<file path="config.mk">
export PLATFORM = sky130hd
export DESIGN_NAME = wake_event_aggregator
export DESIGN_NICKNAME = d
export VERILOG_FILES = /design/src/common/wake_pkg.sv /design/src/wake_edge_sync.sv /design/src/wake_event_aggregator.sv
export VERILOG_INCLUDE_DIRS = /design/src /design/src/common
export SDC_FILE = /design/constraint.sdc
export NUM_CORES = 1
export LEC_CHECK = 0
export BUFFER_PORTS_ARGS = -buffer_cell sky130_fd_sc_hd__buf_2
export CAP_MARGIN = 20
export CORE_MARGIN = 4
export CORE_UTILIZATION = 40
export DETAILED_ROUTE_END_ITERATION = 12
export GPL_ROUTABILITY_DRIVEN = 0
export PLACE_DENSITY_LB_ADDON = 0.12
export SYNTH_ARGS = -nofsm -noshare
export SYNTH_HDL_FRONTEND = slang
export SYNTH_SLANG_ARGS = --single-unit
</file>
<file path="constraint.sdc">
create_clock -name hclk -period 2.25 [get_ports hclk]
set_clock_uncertainty 0.2 [all_clocks]
set_input_delay 0.45 -clock hclk [delete_from_list [all_inputs] [get_ports hclk]]
set_output_delay 0.45 -clock hclk [all_outputs]
set_load 0.1 [all_outputs]
</file>
<file path="src/common/wake_regs.svh">
`ifndef WAKE_REGS_SVH
`define WAKE_REGS_SVH
// register byte offsets
`define OFS_STS1 12'h000
`define OFS_STS3 12'h004
`define OFS_STS5 12'h008
`define OFS_STS6 12'h00c
`define OFS_EN1 12'h010
`define OFS_EN3 12'h014
`define OFS_EN5 12'h018
`define OFS_EN6 12'h01c
`define OFS_PIN_STS 12'h020
`define OFS_PIN_EN 12'h024
`define OFS_SYSMGMT_ENABLE_REG_TWO 12'h028
`define OFS_GPIO_CFG 12'h02c
`define OFS_PIN_CTRL 12'h030
`define OFS_SMI_SRC_EN 12'h034
// field positions
`define BIT_GROUP_INT 3
`define BIT_SMI_TO_WAKE 5
`define BIT_PIN_OD 7
`define BIT_PIN_POL 1
`define BIT_PIN_FUNC 0
`define BIT_LOWBAT 0
`define BIT_WDT 1
`define BIT_HWMON 2
// reset values
`define RST_PIN_CTRL 8'h80
`define RST_ZERO8 8'h00
`define RST_ZERO32 32'h0000_0000
`define RST_PIN_EN 8'h01
`define RST_ZERO12 12'h000
`define RST_ZERO4 4'h0
// sizes
`define NUM_GPIO 8
`define NUM_RI 6
`define NUM_SMI_SRC 8
`endif

</file>
<file path="src/common/wake_pkg.sv">
package wake_pkg;
	// ahb data phase tracking
	typedef enum logic [1:0] {
		PH_IDLE = 2'b00,
		PH_WRITE = 2'b01,
		PH_READ = 2'b10
	} phase_t;
endpackage

</file>
<file path="src/wake_edge_sync.sv">
`timescale 1ns/1ps
`include "wake_regs.svh"
// three-flop synchroniser and edge finder per gpio
module wake_edge_sync (
	input wire logic hclk,
	input wire logic hresetn,
	input wire logic [`NUM_GPIO-1:0] gpio_in,
	input wire logic [`NUM_GPIO-1:0] gpio_pol,
	input wire logic [`NUM_GPIO-1:0] gpio_both,
	output logic [`NUM_GPIO-1:0] gpio_edge,
	output logic [`NUM_GPIO-1:0] gpio_any_edge
);
	genvar i;
	generate
		for (i = 0; i < `NUM_GPIO; i = i + 1) begin : g_bit
			logic s1_ff, s2_ff, s3_ff; // s1 feeds s2 only
			logic nxt_s1, nxt_s2, nxt_s3;
			logic rise, fall;
			always_comb begin
				nxt_s1 = gpio_in[i];
				nxt_s2 = s1_ff;
				nxt_s3 = s2_ff;
			end
			always_ff @(posedge hclk or negedge hresetn) begin
				if (!hresetn) begin
					s1_ff <= 1'b0;
					s2_ff <= 1'b0;
					s3_ff <= 1'b0;
				end else begin
					s1_ff <= nxt_s1;
					s2_ff <= nxt_s2;
					s3_ff <= nxt_s3;
				end
			end
			// a change counts once stages two and three disagree, once only
			always_comb begin
				rise = s2_ff & ~s3_ff;
				fall = ~s2_ff & s3_ff;
				gpio_any_edge[i] = rise | fall;
				if (gpio_both[i]) begin
					gpio_edge[i] = rise | fall;
				end else begin
					gpio_edge[i] = gpio_pol[i] ? fall : rise;
				end
			end
		end
	endgenerate
endmodule

</file>
<file path="src/wake_event_aggregator.sv">
// The AHB-Lite register port and the register addresses were chosen for this implementation.
`timescale 1ns/1ps
`include "wake_regs.svh"
// How it works
// - status bits other than group bit three stay set until written one
// - each status register has matching enable register
// - status and enable set pin-status bit
// - pin-status and pin-enable drive wake output
// - gpio polarity picks edge, default rising
// - either-edge mode sets on both transitions
// - group interrupt status at bit three follows
// - group interrupt gated by enable bit five
// - group interrupt enable at bit three
// - pin polarity selects active high or low
// - bit seven selects open-drain or push-pull
// - reset: active-low open-drain, pin is gpio
// - output works in any sleep state
// - low battery latched only at power-on
// - hardware monitor has status and enable
// - edge status records regardless of enables
// - group interrupt is or of gated events
module wake_event_aggregator (
	input wire logic hclk,
	input wire logic hresetn,
	input wire logic hsel,
	input wire logic [11:0] haddr,
	input wire logic [1:0] htrans,
	input wire logic hwrite,
	input wire logic [2:0] hsize,
	input wire logic [31:0] hwdata,
	input wire logic hready,
	output logic [31:0] hrdata,
	output logic hreadyout,
	output logic hresp,
	input wire logic [`NUM_GPIO-1:0] gpio_in,
	input wire logic [`NUM_RI-1:0] ring_in_n,
	input wire logic kbd_wake,
	input wire logic mouse_wake,
	input wire logic wdt_timeout,
	input wire logic hwmon_event,
	input wire logic low_battery,
	input wire logic main_por_done,
	input wire logic [`NUM_SMI_SRC-1:0] smi_src_event,
	input wire logic shared_wake_pin_gpio_out,
	output logic shared_wake_pin_out,
	output logic shared_wake_pin_oe_n,
	output logic wake_event_out_n
);
	// registered bus state
	wake_pkg::phase_t ph_ff, nxt_ph;
	logic [11:0] addr_ff, nxt_addr;
	// status registers: sts1 gpio, sts3 misc, sts5 ring, sts6 keys
	logic [7:0] sts1_ff, sts3_ff, sts5_ff, sts6_ff;
	logic [7:0] nxt_sts1, nxt_sts3, nxt_sts5, nxt_sts6;
	logic [7:0] en1_ff, en3_ff, en5_ff, en6_ff;
	logic [7:0] nxt_en1, nxt_en3, nxt_en5, nxt_en6;
	logic [7:0] pin_en_ff, nxt_pin_en;
	logic [7:0] sysmgmt_enable_reg_two_ff, nxt_sysmgmt_enable_reg_two;
	logic [7:0] smi_src_en_ff, nxt_smi_src_en;
	logic [31:0] gpio_cfg_ff, nxt_gpio_cfg; // [7:0] pol, [15:8] both, [23:16] edge status
	logic [7:0] pin_ctrl_ff, nxt_pin_ctrl;
	logic [31:0] rdata_ff, nxt_rdata;
	logic por_seen_ff, nxt_por_seen;
	// synchronised asynchronous pins
	logic [`NUM_RI-1:0] ri1_ff, ri2_ff, ri3_ff;
	logic [3:0] ev1_ff, ev2_ff, ev3_ff; // kbd, mouse, wdt, hwmon
	logic [3:0] nxt_ev1, nxt_ev2, nxt_ev3;
	logic [`NUM_RI-1:0] nxt_ri1, nxt_ri2, nxt_ri3;
	logic [`NUM_GPIO-1:0] gpio_edge, gpio_any_edge;
	// combinational helpers
	logic [`NUM_RI-1:0] ri_fall;
	logic [3:0] ev_rise;
	logic group_smi, group_int;
	logic [7:0] pin_sts;
	logic wake_active;
	logic wr_en, rd_en;
	logic [7:0] wb;
	logic [7:0] sts1_keep; // gpio status bits that must survive this cycle

	wake_edge_sync u_sync (
		.hclk(hclk),
		.hresetn(hresetn),
		.gpio_in(gpio_in),
		.gpio_pol(gpio_cfg_ff[7:0]),
		.gpio_both(gpio_cfg_ff[15:8]),
		.gpio_edge(gpio_edge),
		.gpio_any_edge(gpio_any_edge)
	);

	// pin synchronisers for ring and internal-event inputs
	always_comb begin
		nxt_ri1 = ring_in_n;
		nxt_ri2 = ri1_ff;
		nxt_ri3 = ri2_ff;
		nxt_ev1 = {hwmon_event, wdt_timeout, mouse_wake, kbd_wake};
		nxt_ev2 = ev1_ff;
		nxt_ev3 = ev2_ff;
		ri_fall = ri3_ff & ~ri2_ff; // ring assert is active low
		ev_rise = ev2_ff & ~ev3_ff;
	end

	always_ff @(posedge hclk or negedge hresetn) begin
		if (!hresetn) begin
			ri1_ff <= {`NUM_RI{1'b1}};
			ri2_ff <= {`NUM_RI{1'b1}};
			ri3_ff <= {`NUM_RI{1'b1}};
			ev1_ff <= `RST_ZERO4;
			ev2_ff <= `RST_ZERO4;
			ev3_ff <= `RST_ZERO4;
		end else begin
			ri1_ff <= nxt_ri1;
			ri2_ff <= nxt_ri2;
			ri3_ff <= nxt_ri3;
			ev1_ff <= nxt_ev1;
			ev2_ff <= nxt_ev2;
			ev3_ff <= nxt_ev3;
		end
	end

	// group interrupt: each event gated directly by its enable
	always_comb begin
		group_smi = |(smi_src_event & smi_src_en_ff);
		group_int = group_smi & sysmgmt_enable_reg_two_ff[`BIT_SMI_TO_WAKE];
	end

	// ahb-lite slave: zero wait states, always okay
	always_comb begin
		wr_en = (ph_ff == wake_pkg::PH_WRITE);
		rd_en = hsel & hready & htrans[1] & ~hwrite;
		wb = hwdata[7:0];
		nxt_ph = wake_pkg::PH_IDLE;
		nxt_addr = addr_ff;
		if (hsel && hready && htrans[1]) begin
			nxt_ph = hwrite ? wake_pkg::PH_WRITE : wake_pkg::PH_READ;
			nxt_addr = haddr;
		end
		hreadyout = 1'b1;
		hresp = 1'b0;
	end

	// bits set now and not written one this cycle; only the sticky check reads it
	always_comb begin
		sts1_keep = sts1_ff;
		if (wr_en && addr_ff == `OFS_STS1) begin
			sts1_keep = sts1_ff & ~wb;
		end
	end

	// status, enable and config next values
	always_comb begin
		nxt_sts1 = sts1_ff;
		nxt_sts3 = sts3_ff;
		nxt_sts5 = sts5_ff;
		nxt_sts6 = sts6_ff;
		nxt_en1 = en1_ff;
		nxt_en3 = en3_ff;
		nxt_en5 = en5_ff;
		nxt_en6 = en6_ff;
		nxt_pin_en = pin_en_ff;
		nxt_sysmgmt_enable_reg_two = sysmgmt_enable_reg_two_ff;
		nxt_smi_src_en = smi_src_en_ff;
		nxt_gpio_cfg = gpio_cfg_ff;
		nxt_pin_ctrl = pin_ctrl_ff;
		nxt_por_seen = por_seen_ff;
		// write-one-to-clear first, so events below override it
		if (wr_en) begin
			case (addr_ff)
				`OFS_STS1: nxt_sts1 = sts1_ff & ~wb;
				`OFS_STS3: nxt_sts3 = sts3_ff & ~wb;
				`OFS_STS5: nxt_sts5 = sts5_ff & ~wb;
				`OFS_STS6: nxt_sts6 = sts6_ff & ~wb;
				`OFS_EN1: nxt_en1 = wb;
				`OFS_EN3: nxt_en3 = wb;
				`OFS_EN5: nxt_en5 = wb;
				`OFS_EN6: nxt_en6 = wb;
				`OFS_PIN_EN: nxt_pin_en = wb;
				`OFS_SYSMGMT_ENABLE_REG_TWO: nxt_sysmgmt_enable_reg_two = wb;
				`OFS_SMI_SRC_EN: nxt_smi_src_en = wb;
				`OFS_GPIO_CFG: begin
					nxt_gpio_cfg[15:0] = hwdata[15:0];
					nxt_gpio_cfg[23:16] = gpio_cfg_ff[23:16] & ~hwdata[23:16];
				end
				`OFS_PIN_CTRL: nxt_pin_ctrl = wb;
				default: begin
				end
			endcase
		end
		// events set; set beats a same-cycle clear
		nxt_sts1 = nxt_sts1 | gpio_edge;
		nxt_gpio_cfg[23:16] = nxt_gpio_cfg[23:16] | gpio_any_edge;
		nxt_sts5 = nxt_sts5 | {2'b00, ri_fall};
		nxt_sts6 = nxt_sts6 | {6'b00_0000, ev_rise[1:0]};
		nxt_sts3[`BIT_WDT] = nxt_sts3[`BIT_WDT] | ev_rise[2];
		nxt_sts3[`BIT_HWMON] = nxt_sts3[`BIT_HWMON] | ev_rise[3];
		// low battery sampled once, first cycle after power-on release
		if (!por_seen_ff && main_por_done) begin
			nxt_por_seen = 1'b1;
			nxt_sts3[`BIT_LOWBAT] = nxt_sts3[`BIT_LOWBAT] | low_battery;
		end
		// group bit is a live level, not sticky
		nxt_sts3[`BIT_GROUP_INT] = group_int;
	end

	// read mux, low byte used except gpio config
	always_comb begin
		nxt_rdata = rdata_ff;
		if (rd_en) begin
			case (haddr)
				`OFS_STS1: nxt_rdata = {24'h00_0000, sts1_ff};
				`OFS_STS3: nxt_rdata = {24'h00_0000, sts3_ff};
				`OFS_STS5: nxt_rdata = {24'h00_0000, sts5_ff};
				`OFS_STS6: nxt_rdata = {24'h00_0000, sts6_ff};
				`OFS_EN1: nxt_rdata = {24'h00_0000, en1_ff};
				`OFS_EN3: nxt_rdata = {24'h00_0000, en3_ff};
				`OFS_EN5: nxt_rdata = {24'h00_0000, en5_ff};
				`OFS_EN6: nxt_rdata = {24'h00_0000, en6_ff};
				`OFS_PIN_STS: nxt_rdata = {24'h00_0000, pin_sts};
				`OFS_PIN_EN: nxt_rdata = {24'h00_0000, pin_en_ff};
				`OFS_SYSMGMT_ENABLE_REG_TWO: nxt_rdata = {24'h00_0000, sysmgmt_enable_reg_two_ff};
				`OFS_SMI_SRC_EN: nxt_rdata = {24'h00_0000, smi_src_en_ff};
				`OFS_GPIO_CFG: nxt_rdata = {8'h00, gpio_cfg_ff[23:0]};
				`OFS_PIN_CTRL: nxt_rdata = {24'h00_0000, pin_ctrl_ff};
				default: nxt_rdata = `RST_ZERO32; // unmapped reads zero
			endcase
		end
	end

	always_ff @(posedge hclk or negedge hresetn) begin
		if (!hresetn) begin
			ph_ff <= wake_pkg::PH_IDLE;
			addr_ff <= `RST_ZERO12;
			sts1_ff <= `RST_ZERO8;
			sts3_ff <= `RST_ZERO8;
			sts5_ff <= `RST_ZERO8;
			sts6_ff <= `RST_ZERO8;
			en1_ff <= `RST_ZERO8;
			en3_ff <= `RST_ZERO8;
			en5_ff <= `RST_ZERO8;
			en6_ff <= `RST_ZERO8;
			pin_en_ff <= `RST_PIN_EN;
			sysmgmt_enable_reg_two_ff <= `RST_ZERO8;
			smi_src_en_ff <= `RST_ZERO8;
			gpio_cfg_ff <= `RST_ZERO32; // non-inverted by default
			pin_ctrl_ff <= `RST_PIN_CTRL;
			rdata_ff <= `RST_ZERO32;
			por_seen_ff <= 1'b0;
		end else begin
			ph_ff <= nxt_ph;
			addr_ff <= nxt_addr;
			sts1_ff <= nxt_sts1;
			sts3_ff <= nxt_sts3;
			sts5_ff <= nxt_sts5;
			sts6_ff <= nxt_sts6;
			en1_ff <= nxt_en1;
			en3_ff <= nxt_en3;
			en5_ff <= nxt_en5;
			en6_ff <= nxt_en6;
			pin_en_ff <= nxt_pin_en;
			sysmgmt_enable_reg_two_ff <= nxt_sysmgmt_enable_reg_two;
			smi_src_en_ff <= nxt_smi_src_en;
			gpio_cfg_ff <= nxt_gpio_cfg;
			pin_ctrl_ff <= nxt_pin_ctrl;
			rdata_ff <= nxt_rdata;
			por_seen_ff <= nxt_por_seen;
		end
	end

	assign hrdata = rdata_ff;

	// pin status per status register; group bit enabled by en3 bit 3
	always_comb begin
		pin_sts = 8'h00;
		pin_sts[0] = |(sts1_ff & en1_ff);
		pin_sts[1] = |(sts3_ff & en3_ff); // group enable is en3[3]
		pin_sts[2] = |(sts5_ff & en5_ff);
		pin_sts[3] = |(sts6_ff & en6_ff);
		wake_active = |(pin_sts[3:0] & {4{pin_en_ff[0]}});
	end

	// output pin; no sleep-state gating so it works down to the deepest state
	always_comb begin
		wake_event_out_n = ~wake_active;
		if (pin_ctrl_ff[`BIT_PIN_FUNC]) begin
			// level is active-high when polarity bit set
			shared_wake_pin_out = pin_ctrl_ff[`BIT_PIN_POL] ? wake_active : ~wake_active;
			// open drain drives only the low level
			if (pin_ctrl_ff[`BIT_PIN_OD]) begin
				shared_wake_pin_oe_n = shared_wake_pin_out;
			end else begin
				shared_wake_pin_oe_n = 1'b0;
			end
		end else begin
			shared_wake_pin_out = shared_wake_pin_gpio_out; // gpio default
			shared_wake_pin_oe_n = 1'b0;
		end
	end

	AST_STICKY: assert property (@(posedge hclk) disable iff (!hresetn)
		(|sts1_keep) |=> ((sts1_ff & $past(sts1_keep)) == $past(sts1_keep)))
		else $error("status bit dropped without clear");
	AST_PIN_STS: assert property (@(posedge hclk) disable iff (!hresetn)
		(|(sts1_ff & en1_ff)) |-> pin_sts[0]) else $error("pin status not set");
	AST_WAKE_OUT: assert property (@(posedge hclk) disable iff (!hresetn)
		(pin_sts[0] && pin_en_ff[0]) |-> !wake_event_out_n) else $error("wake not driven");
	AST_GROUP: assert property (@(posedge hclk) disable iff (!hresetn)
		##1 sts3_ff[`BIT_GROUP_INT] == $past(group_int)) else $error("group bit mismatch");
	AST_GATE: assert property (@(posedge hclk) disable iff (!hresetn)
		!sysmgmt_enable_reg_two_ff[`BIT_SMI_TO_WAKE] |-> !group_int) else $error("group leaked");
	AST_SET_WINS: assert property (@(posedge hclk) disable iff (!hresetn)
		(|gpio_edge) |=> ((sts1_ff & $past(gpio_edge)) == $past(gpio_edge)))
		else $error("edge lost");
	AST_HWMON: assert property (@(posedge hclk) disable iff (!hresetn)
		ev_rise[3] |=> sts3_ff[`BIT_HWMON]) else $error("monitor event lost");
	AST_OD: assert property (@(posedge hclk) disable iff (!hresetn)
		(pin_ctrl_ff[`BIT_PIN_FUNC] && pin_ctrl_ff[`BIT_PIN_OD] && shared_wake_pin_out)
		|-> shared_wake_pin_oe_n) else $error("open drain drove high");
	AST_LOWBAT: assert property (@(posedge hclk) disable iff (!hresetn)
		(por_seen_ff && !sts3_ff[`BIT_LOWBAT]) |=> !sts3_ff[`BIT_LOWBAT])
		else $error("low battery set after power-on");
endmodule

</file>
# == Yosys cells after proc, flatten, opt, wreduce, memory -nomap -nowiden ==
# Index checks and enable logic that the tools add are counted.
# totals
in_bits,83
out_inout_bits,37
register_bits,221
elab_cells,201
# classes
eq_ne,26
muxes,34
n_reduce_logical,22
n_bitwise,70
# ops
operator,count
$pmux 24 s14,1
$eq 12x6->1 const B,11
$eq 12x5->1 const B,8
$and 8x8->8,10
$eq 12x4->1 const B,4
$mux 24,2
$mux 8,6
$reduce_or 8->1,5
$eq 12x3->1 const B,2
$logic_not 12->1,2
$mux 1,21
$and 1x1->1,20
$reduce_and 2->1,10
$not 1->1,18
$not 8->8,2
$or 8x8->8,2
$or 1x1->1,11
$and 4x4->4,2
$or 8x2->8,1
$or 8x6->8,1
$and 6x6->6,1
$mux 3,2
$not 6->6,1
$mux 2,2
other kinds (5),7

# == Longest topological paths before layout ==
# logic_depth
depth_word,8
mapped_depth,8
ltp_nobuf,5

# == Cells and area by module ==
# Synthesis repeated with hierarchy kept, for this count alone.
# unflattened
hier_cells,740
area_unflattened_um2,9374.0
# by_module_without_submodules
mod,instances,area_each_um2,cells_each,seq_area_each_um2
wake_event_aggregator,1,8323.0,660,4754.6
wake_edge_sync,1,1051.0,80,600.6

# == Least setup slack after synthesis ==
# Ideal clock, no wire load.
# synth_path
path_type,register -> output
startpoint,register sts6_ff[5]
endpoint,output port shared_wake_pin_oe_n
path_slack_ps,-3398
n_path_buf,0
path_stages_with_launch,6
required_ps,1600
arrival_time_ps,4998
cell_sequence,dfrtp_1 -> a22oi_1 -> nand4_1 -> o41ai_1 -> xor2_1 -> and3_1
# synth_via
elab_chain_cells,8
# synth_rtl
item,line,rtl
"start, declared",wake_event_aggregator.sv:53,"logic [7:0] sts1_ff, sts3_ff, sts5_ff, sts6_ff;"
"start signal, assigned",wake_event_aggregator.sv:235,sts6_ff <= `RST_ZERO8;
"start signal, assigned",wake_event_aggregator.sv:253,sts6_ff <= nxt_sts6;
$and 8x8->8,wake_event_aggregator.sv:276,pin_sts[3] = |(sts6_ff & en6_ff);
$reduce_or 8->1,wake_event_aggregator.sv:276,
$and 4x4->4,wake_event_aggregator.sv:277,wake_active = |(pin_sts[3:0] & {4{pin_en_ff[0]}});
$reduce_or 4->1,wake_event_aggregator.sv:277,
$not 1->1,-,
net wake_event_out_n,wake_event_aggregator.sv:47,output logic wake_event_out_n
$mux 1,wake_event_aggregator.sv:285,shared_wake_pin_out = pin_ctrl_ff[`BIT_PIN_POL] ? wake_active : ~wake_active;
$mux 1,wake_event_aggregator.sv:287,if (pin_ctrl_ff[`BIT_PIN_OD]) begin
$mux 1,wake_event_aggregator.sv:283,if (pin_ctrl_ff[`BIT_PIN_FUNC]) begin
"end, declared",wake_event_aggregator.sv:46,"output logic shared_wake_pin_oe_n,"
# The timed path passes the listed nets, and every way through them passes these cells.

# == Worst setup path after layout ==
# layout_path
startpoint,register en3_ff[7]
endpoint,output port shared_wake_pin_oe_n
# layout_via
elab_chain_cells,8
# layout_rtl
item,line,rtl
"start, declared",wake_event_aggregator.sv:55,"logic [7:0] en1_ff, en3_ff, en5_ff, en6_ff;"
"start signal, assigned",wake_event_aggregator.sv:237,en3_ff <= `RST_ZERO8;
"start signal, assigned",wake_event_aggregator.sv:255,en3_ff <= nxt_en3;
$and 8x8->8 (*),wake_event_aggregator.sv:274,pin_sts[1] = |(sts3_ff & en3_ff);
$reduce_or 8->1 (*),wake_event_aggregator.sv:274,
$and 4x4->4 (*),wake_event_aggregator.sv:277,
$reduce_or 4->1 (*),wake_event_aggregator.sv:277,
$not 1->1,wake_event_aggregator.sv:285,
$mux 1 (*),wake_event_aggregator.sv:285,
$mux 1 (*),wake_event_aggregator.sv:287,
$mux 1 (*),wake_event_aggregator.sv:283,
# Mark *: on every way between the ends. The rest lies on a longest branch, timed or not.

==> flow_metrics.tcl <==
set metrics [dict create \
    status "finished with violations" \
    violations "setup timing" \
    die_y_um 160 \
    groute.usage.overall_pct 21.5 \
    rsz0062_at_grt "yes" \
    synth_edf_count 0 \
    synth-compound-area-share_pct 11.3 \
    synthAdderAreaFrac_pct 2.15 \
    crit_family "compound AO/OA/AOI/OAI gates" \
    worstPathArrival_ns 2.52 \
    grt_overflow 0 \
    synthMuxAreaShare_pct 15.7 \
    whs_ns 0.00428 \
    crit_path_start_kind "flip-flop" \
    antenna_found_initial 0 \
    netlist_area_um2 9300 \
    totalWireLength_um 27800 \
    hold_violations 0 \
    ys_top_cells_by_area "dfrtp_1, mux2_2, dfstp_2, o21ai_0, a22oi_1" \
    synthArstFlopShare_pct 100 \
    slew_headroom_pct 59.8 \
    maxCapViolCount 0 \
    clock_latency_ns 0.52 \
    synth_cells 743 \
    crit_path_end_kind "output pin" \
    vias_per_cell 5.32 \
    synth-simple-area-share_pct 8.88 \
    ir_worst_vdd_v 0.000487 \
    cts.path.max_buffers 3 \
    cpPeakStageDelay_ns 0.40 \
    dr_total_vias 7091 \
    yosysTopAreaCell "dfrtp_1" \
    nets 1100 \
    fill_cells 1876 \
    drc 0 \
    cts.clk_slew.worst_paths_ns 0.06 \
    setup_viol 89 \
    syn_area_per_cell_um2 12.5 \
    area_delta_synth_final_pct 38.7 \
    cp_cell_sequence "a22oi_1, nand4_1, o41ai_4, xor2_1, and3_4, buf_12" \
    critPathBufInv 1 \
    synth.most_common_cell "dfrtp_1" \
    final.setup.tns_ns -11.96 \
    drt-pass1-iter-count 6 \
    num_rows 55 \
    port_buffers 97 \
    wl_per_cell_um 20.9 \
    ioPinCount 120 \
    timing.final.crit_share_pct 141 \
    timing.final.crit_period_ns 3.17 \
    ant_nets 0 \
    die_w_um 160 \
    p_leak_nw 5.98 \
    yosysSeqAreaShare_pct 57.6 \
    power.density_nw_per_um2 684 \
    cts_tree "built" \
    synth-main-ff-cell "dfrtp_1" \
    hp-class "input pin to flip-flop" \
    path_max_fanout 3 \
    dp_slack_ns -0.450 \
    die_area_um2 25700 \
    yosysUniqueCellTypes 67 \
    tightest_slew_ns 0.602 \
    grt_pass1_vias 7565 \
    n_antenna_cell 0 \
    worstSetupPathType "flip-flop to output pin" \
    drt-initial-drc-count 482 \
    dp_hpwl_um 20300 \
    coreArea_um2 22800 \
    clock-sinks 213 \
    synth.top_cells.by_count "dfrtp_1, mux2_2, nand2_1" \
    crit_slowest_cell "dfrtp_1" \
    synth_top_family_by_area "multiplexers" \
    finalWorstSetupSlack_ns -0.920 \
    synth-seq-cells 213 \
    grt_max_degree 50 \
    synth_xor_area_share_pct 0.0942 \
    yosysTopAreaCellShare_pct 52.0 \
    fmax_mhz 316 \
    grt_pass1_wl_um 43500 \
    required_ns 1.60 \
    initial_core_util_pct 40.8 \
    ys_warn_count 0 \
    drive_gt1_share_pct 45.2 \
    htreeDepth 1 \
    numCtsBuffers 24 \
    cts-root-buf "clkbuf_16" \
    drv_slew 0 \
]
[sequential cells by signal (all words and copies together), names as in the netlist, 8 cells and up]
signal / cells
sts3_ff: 8
gpio_cfg_ff: 24
smi_src_en_ff: 8
sts1_ff: 8
sysmgmt_enable_reg_two_ff: 8
u_sync.g_bit.s3_ff: 8
addr_ff: 12
hrdata: 24
u_sync.g_bit.nxt_s3: 8
u_sync.g_bit.nxt_s2: 8
en6_ff: 8
en3_ff: 8
sts5_ff: 8
en5_ff: 8
pin_en_ff: 8
sts6_ff: 8
pin_ctrl_ff: 8
en1_ff: 8
[cell type report]
class | instances | area, µm² | share of cell area, %
multi-input cells | 450 | 4010 | 31.1
clock buffers | 40 | 741 | 5.74
inverters | 42 | 158 | 1.22
flip-flops and latches | 213 | 5360 | 41.5
clock inverters | 4 | 56.3 | 0.437
repair buffers | 270 | 2180 | 16.9
well taps | 313 | 392 | 3.04
[cell families (layout without fill, tap and decap cells)]
group	after synthesis	after routing
flops	213	213
compound gates	153	153
simple gates	141	141
mux	129	129
buf+inv	88	356
fa+ha+maj	16	16
other cells	2	10
xor+xnor	1	1
[through the flow]
step	power, mW	util [%]	instances	area (µm²)
global route	9.19	56.6	1332	12900
global placement	4.91	48.9	1240	11100
finish	8.83	56.6	1332	12900
detailed placement	4.94	48.9	1240	11100
CTS	8.92	55.4	1328	12600
floorplan	4.56	-	751	9350
[final timing paths]
path	endpoint	startpoint	depth (start not counted)	slack, ns
max	shared_wake_pin_oe_n	en3_ff[7]	6	-0.92
min	gpio_cfg_ff[19]	hwdata[19]	4	0.004
max reg2reg	en5_ff[1]	addr_ff[9]	7	-0.18
min reg2reg	u_sync.g_bit[5].nxt_s3	u_sync.g_bit[5].nxt_s2	0	0.15
max in group asynchronous	nxt_ri2[3]	hresetn	3	0.87
min in group asynchronous	hrdata[22]	hresetn	2	0.27
[worst min-delay path: stages]
cell     delay (ns)
buf_2          0.09
inv_1          0.05
o21ai_2        0.04
nand2_1        0.04
[power by group]
| part | leakage (nW) | switching, mW | internal, mW |
|---|---|---|---|
| combinational | 3.04 | 0.494 | 0.370 |
| clock | 0.392 | 1.51 | 2.35 |
| sequential | 2.55 | 0.117 | 3.99 |
| total | 5.98 | 2.12 | 6.71 |
[routing by layer]
layer	vias to the layer above	wire [µm]	track usage [%]	part of all wire (%)
met3	67	1640	3.80	5.9
met4	0	1110	7.94	4.0
met5	-	0	0	0
li1	3194	-	-	-
met1	3579	11600	28.5	42
met2	251	13400	35.5	48
[layout by cell type, fill, tap and decap left out, types with 5 or more instances in the layout]
| cell | netlist | final |
|---|---|---|
| a21oi_1 | 5 | 5 |
| a22o_1 | 22 | 22 |
| a22oi_1 | 29 | 21 |
| a22oi_2 | 0 | 8 |
| buf_12 | 0 | 16 |
| buf_2 | 9 | 93 |
| buf_4 | 11 | 112 |
| buf_6 | 0 | 9 |
| clkbuf_1 | 17 | 8 |
| clkbuf_16 | 0 | 24 |
| clkbuf_8 | 0 | 9 |
| conb_1 | 2 | 10 |
| dfrtp_1 | 193 | 193 |
| dfstp_2 | 20 | 20 |
| dlygate4sd3_1 | 0 | 36 |
| ha_1 | 16 | 16 |
| inv_1 | 42 | 42 |
| mux2_2 | 103 | 72 |
| mux2_4 | 0 | 34 |
| mux2i_1 | 20 | 20 |
| nand2_1 | 53 | 50 |
| nand3_1 | 11 | 11 |
| nand4_1 | 15 | 15 |
| nor2_1 | 10 | 10 |
| nor2_4 | 4 | 5 |
| nor2b_1 | 7 | 7 |
| o21a_1 | 12 | 12 |
| o21ai_0 | 51 | 16 |
| o21ai_1 | 2 | 13 |
| o21ai_2 | 0 | 21 |
[what timing repair did]
| item | in CTS | in global routing |
|---|---|---|
| setup endpoints to repair | 90 | 116 |
| resized for setup | 60 | 80 |
| cloned | 3 | 0 |
| pin swaps | 14 | 24 |
| setup buffers | 7 | 5 |
| endpoints found under the hold margin | 78 | 0 |
| hold buffers | 36 | 0 |
No activity file was read; power rests on OpenSTA's default activity.
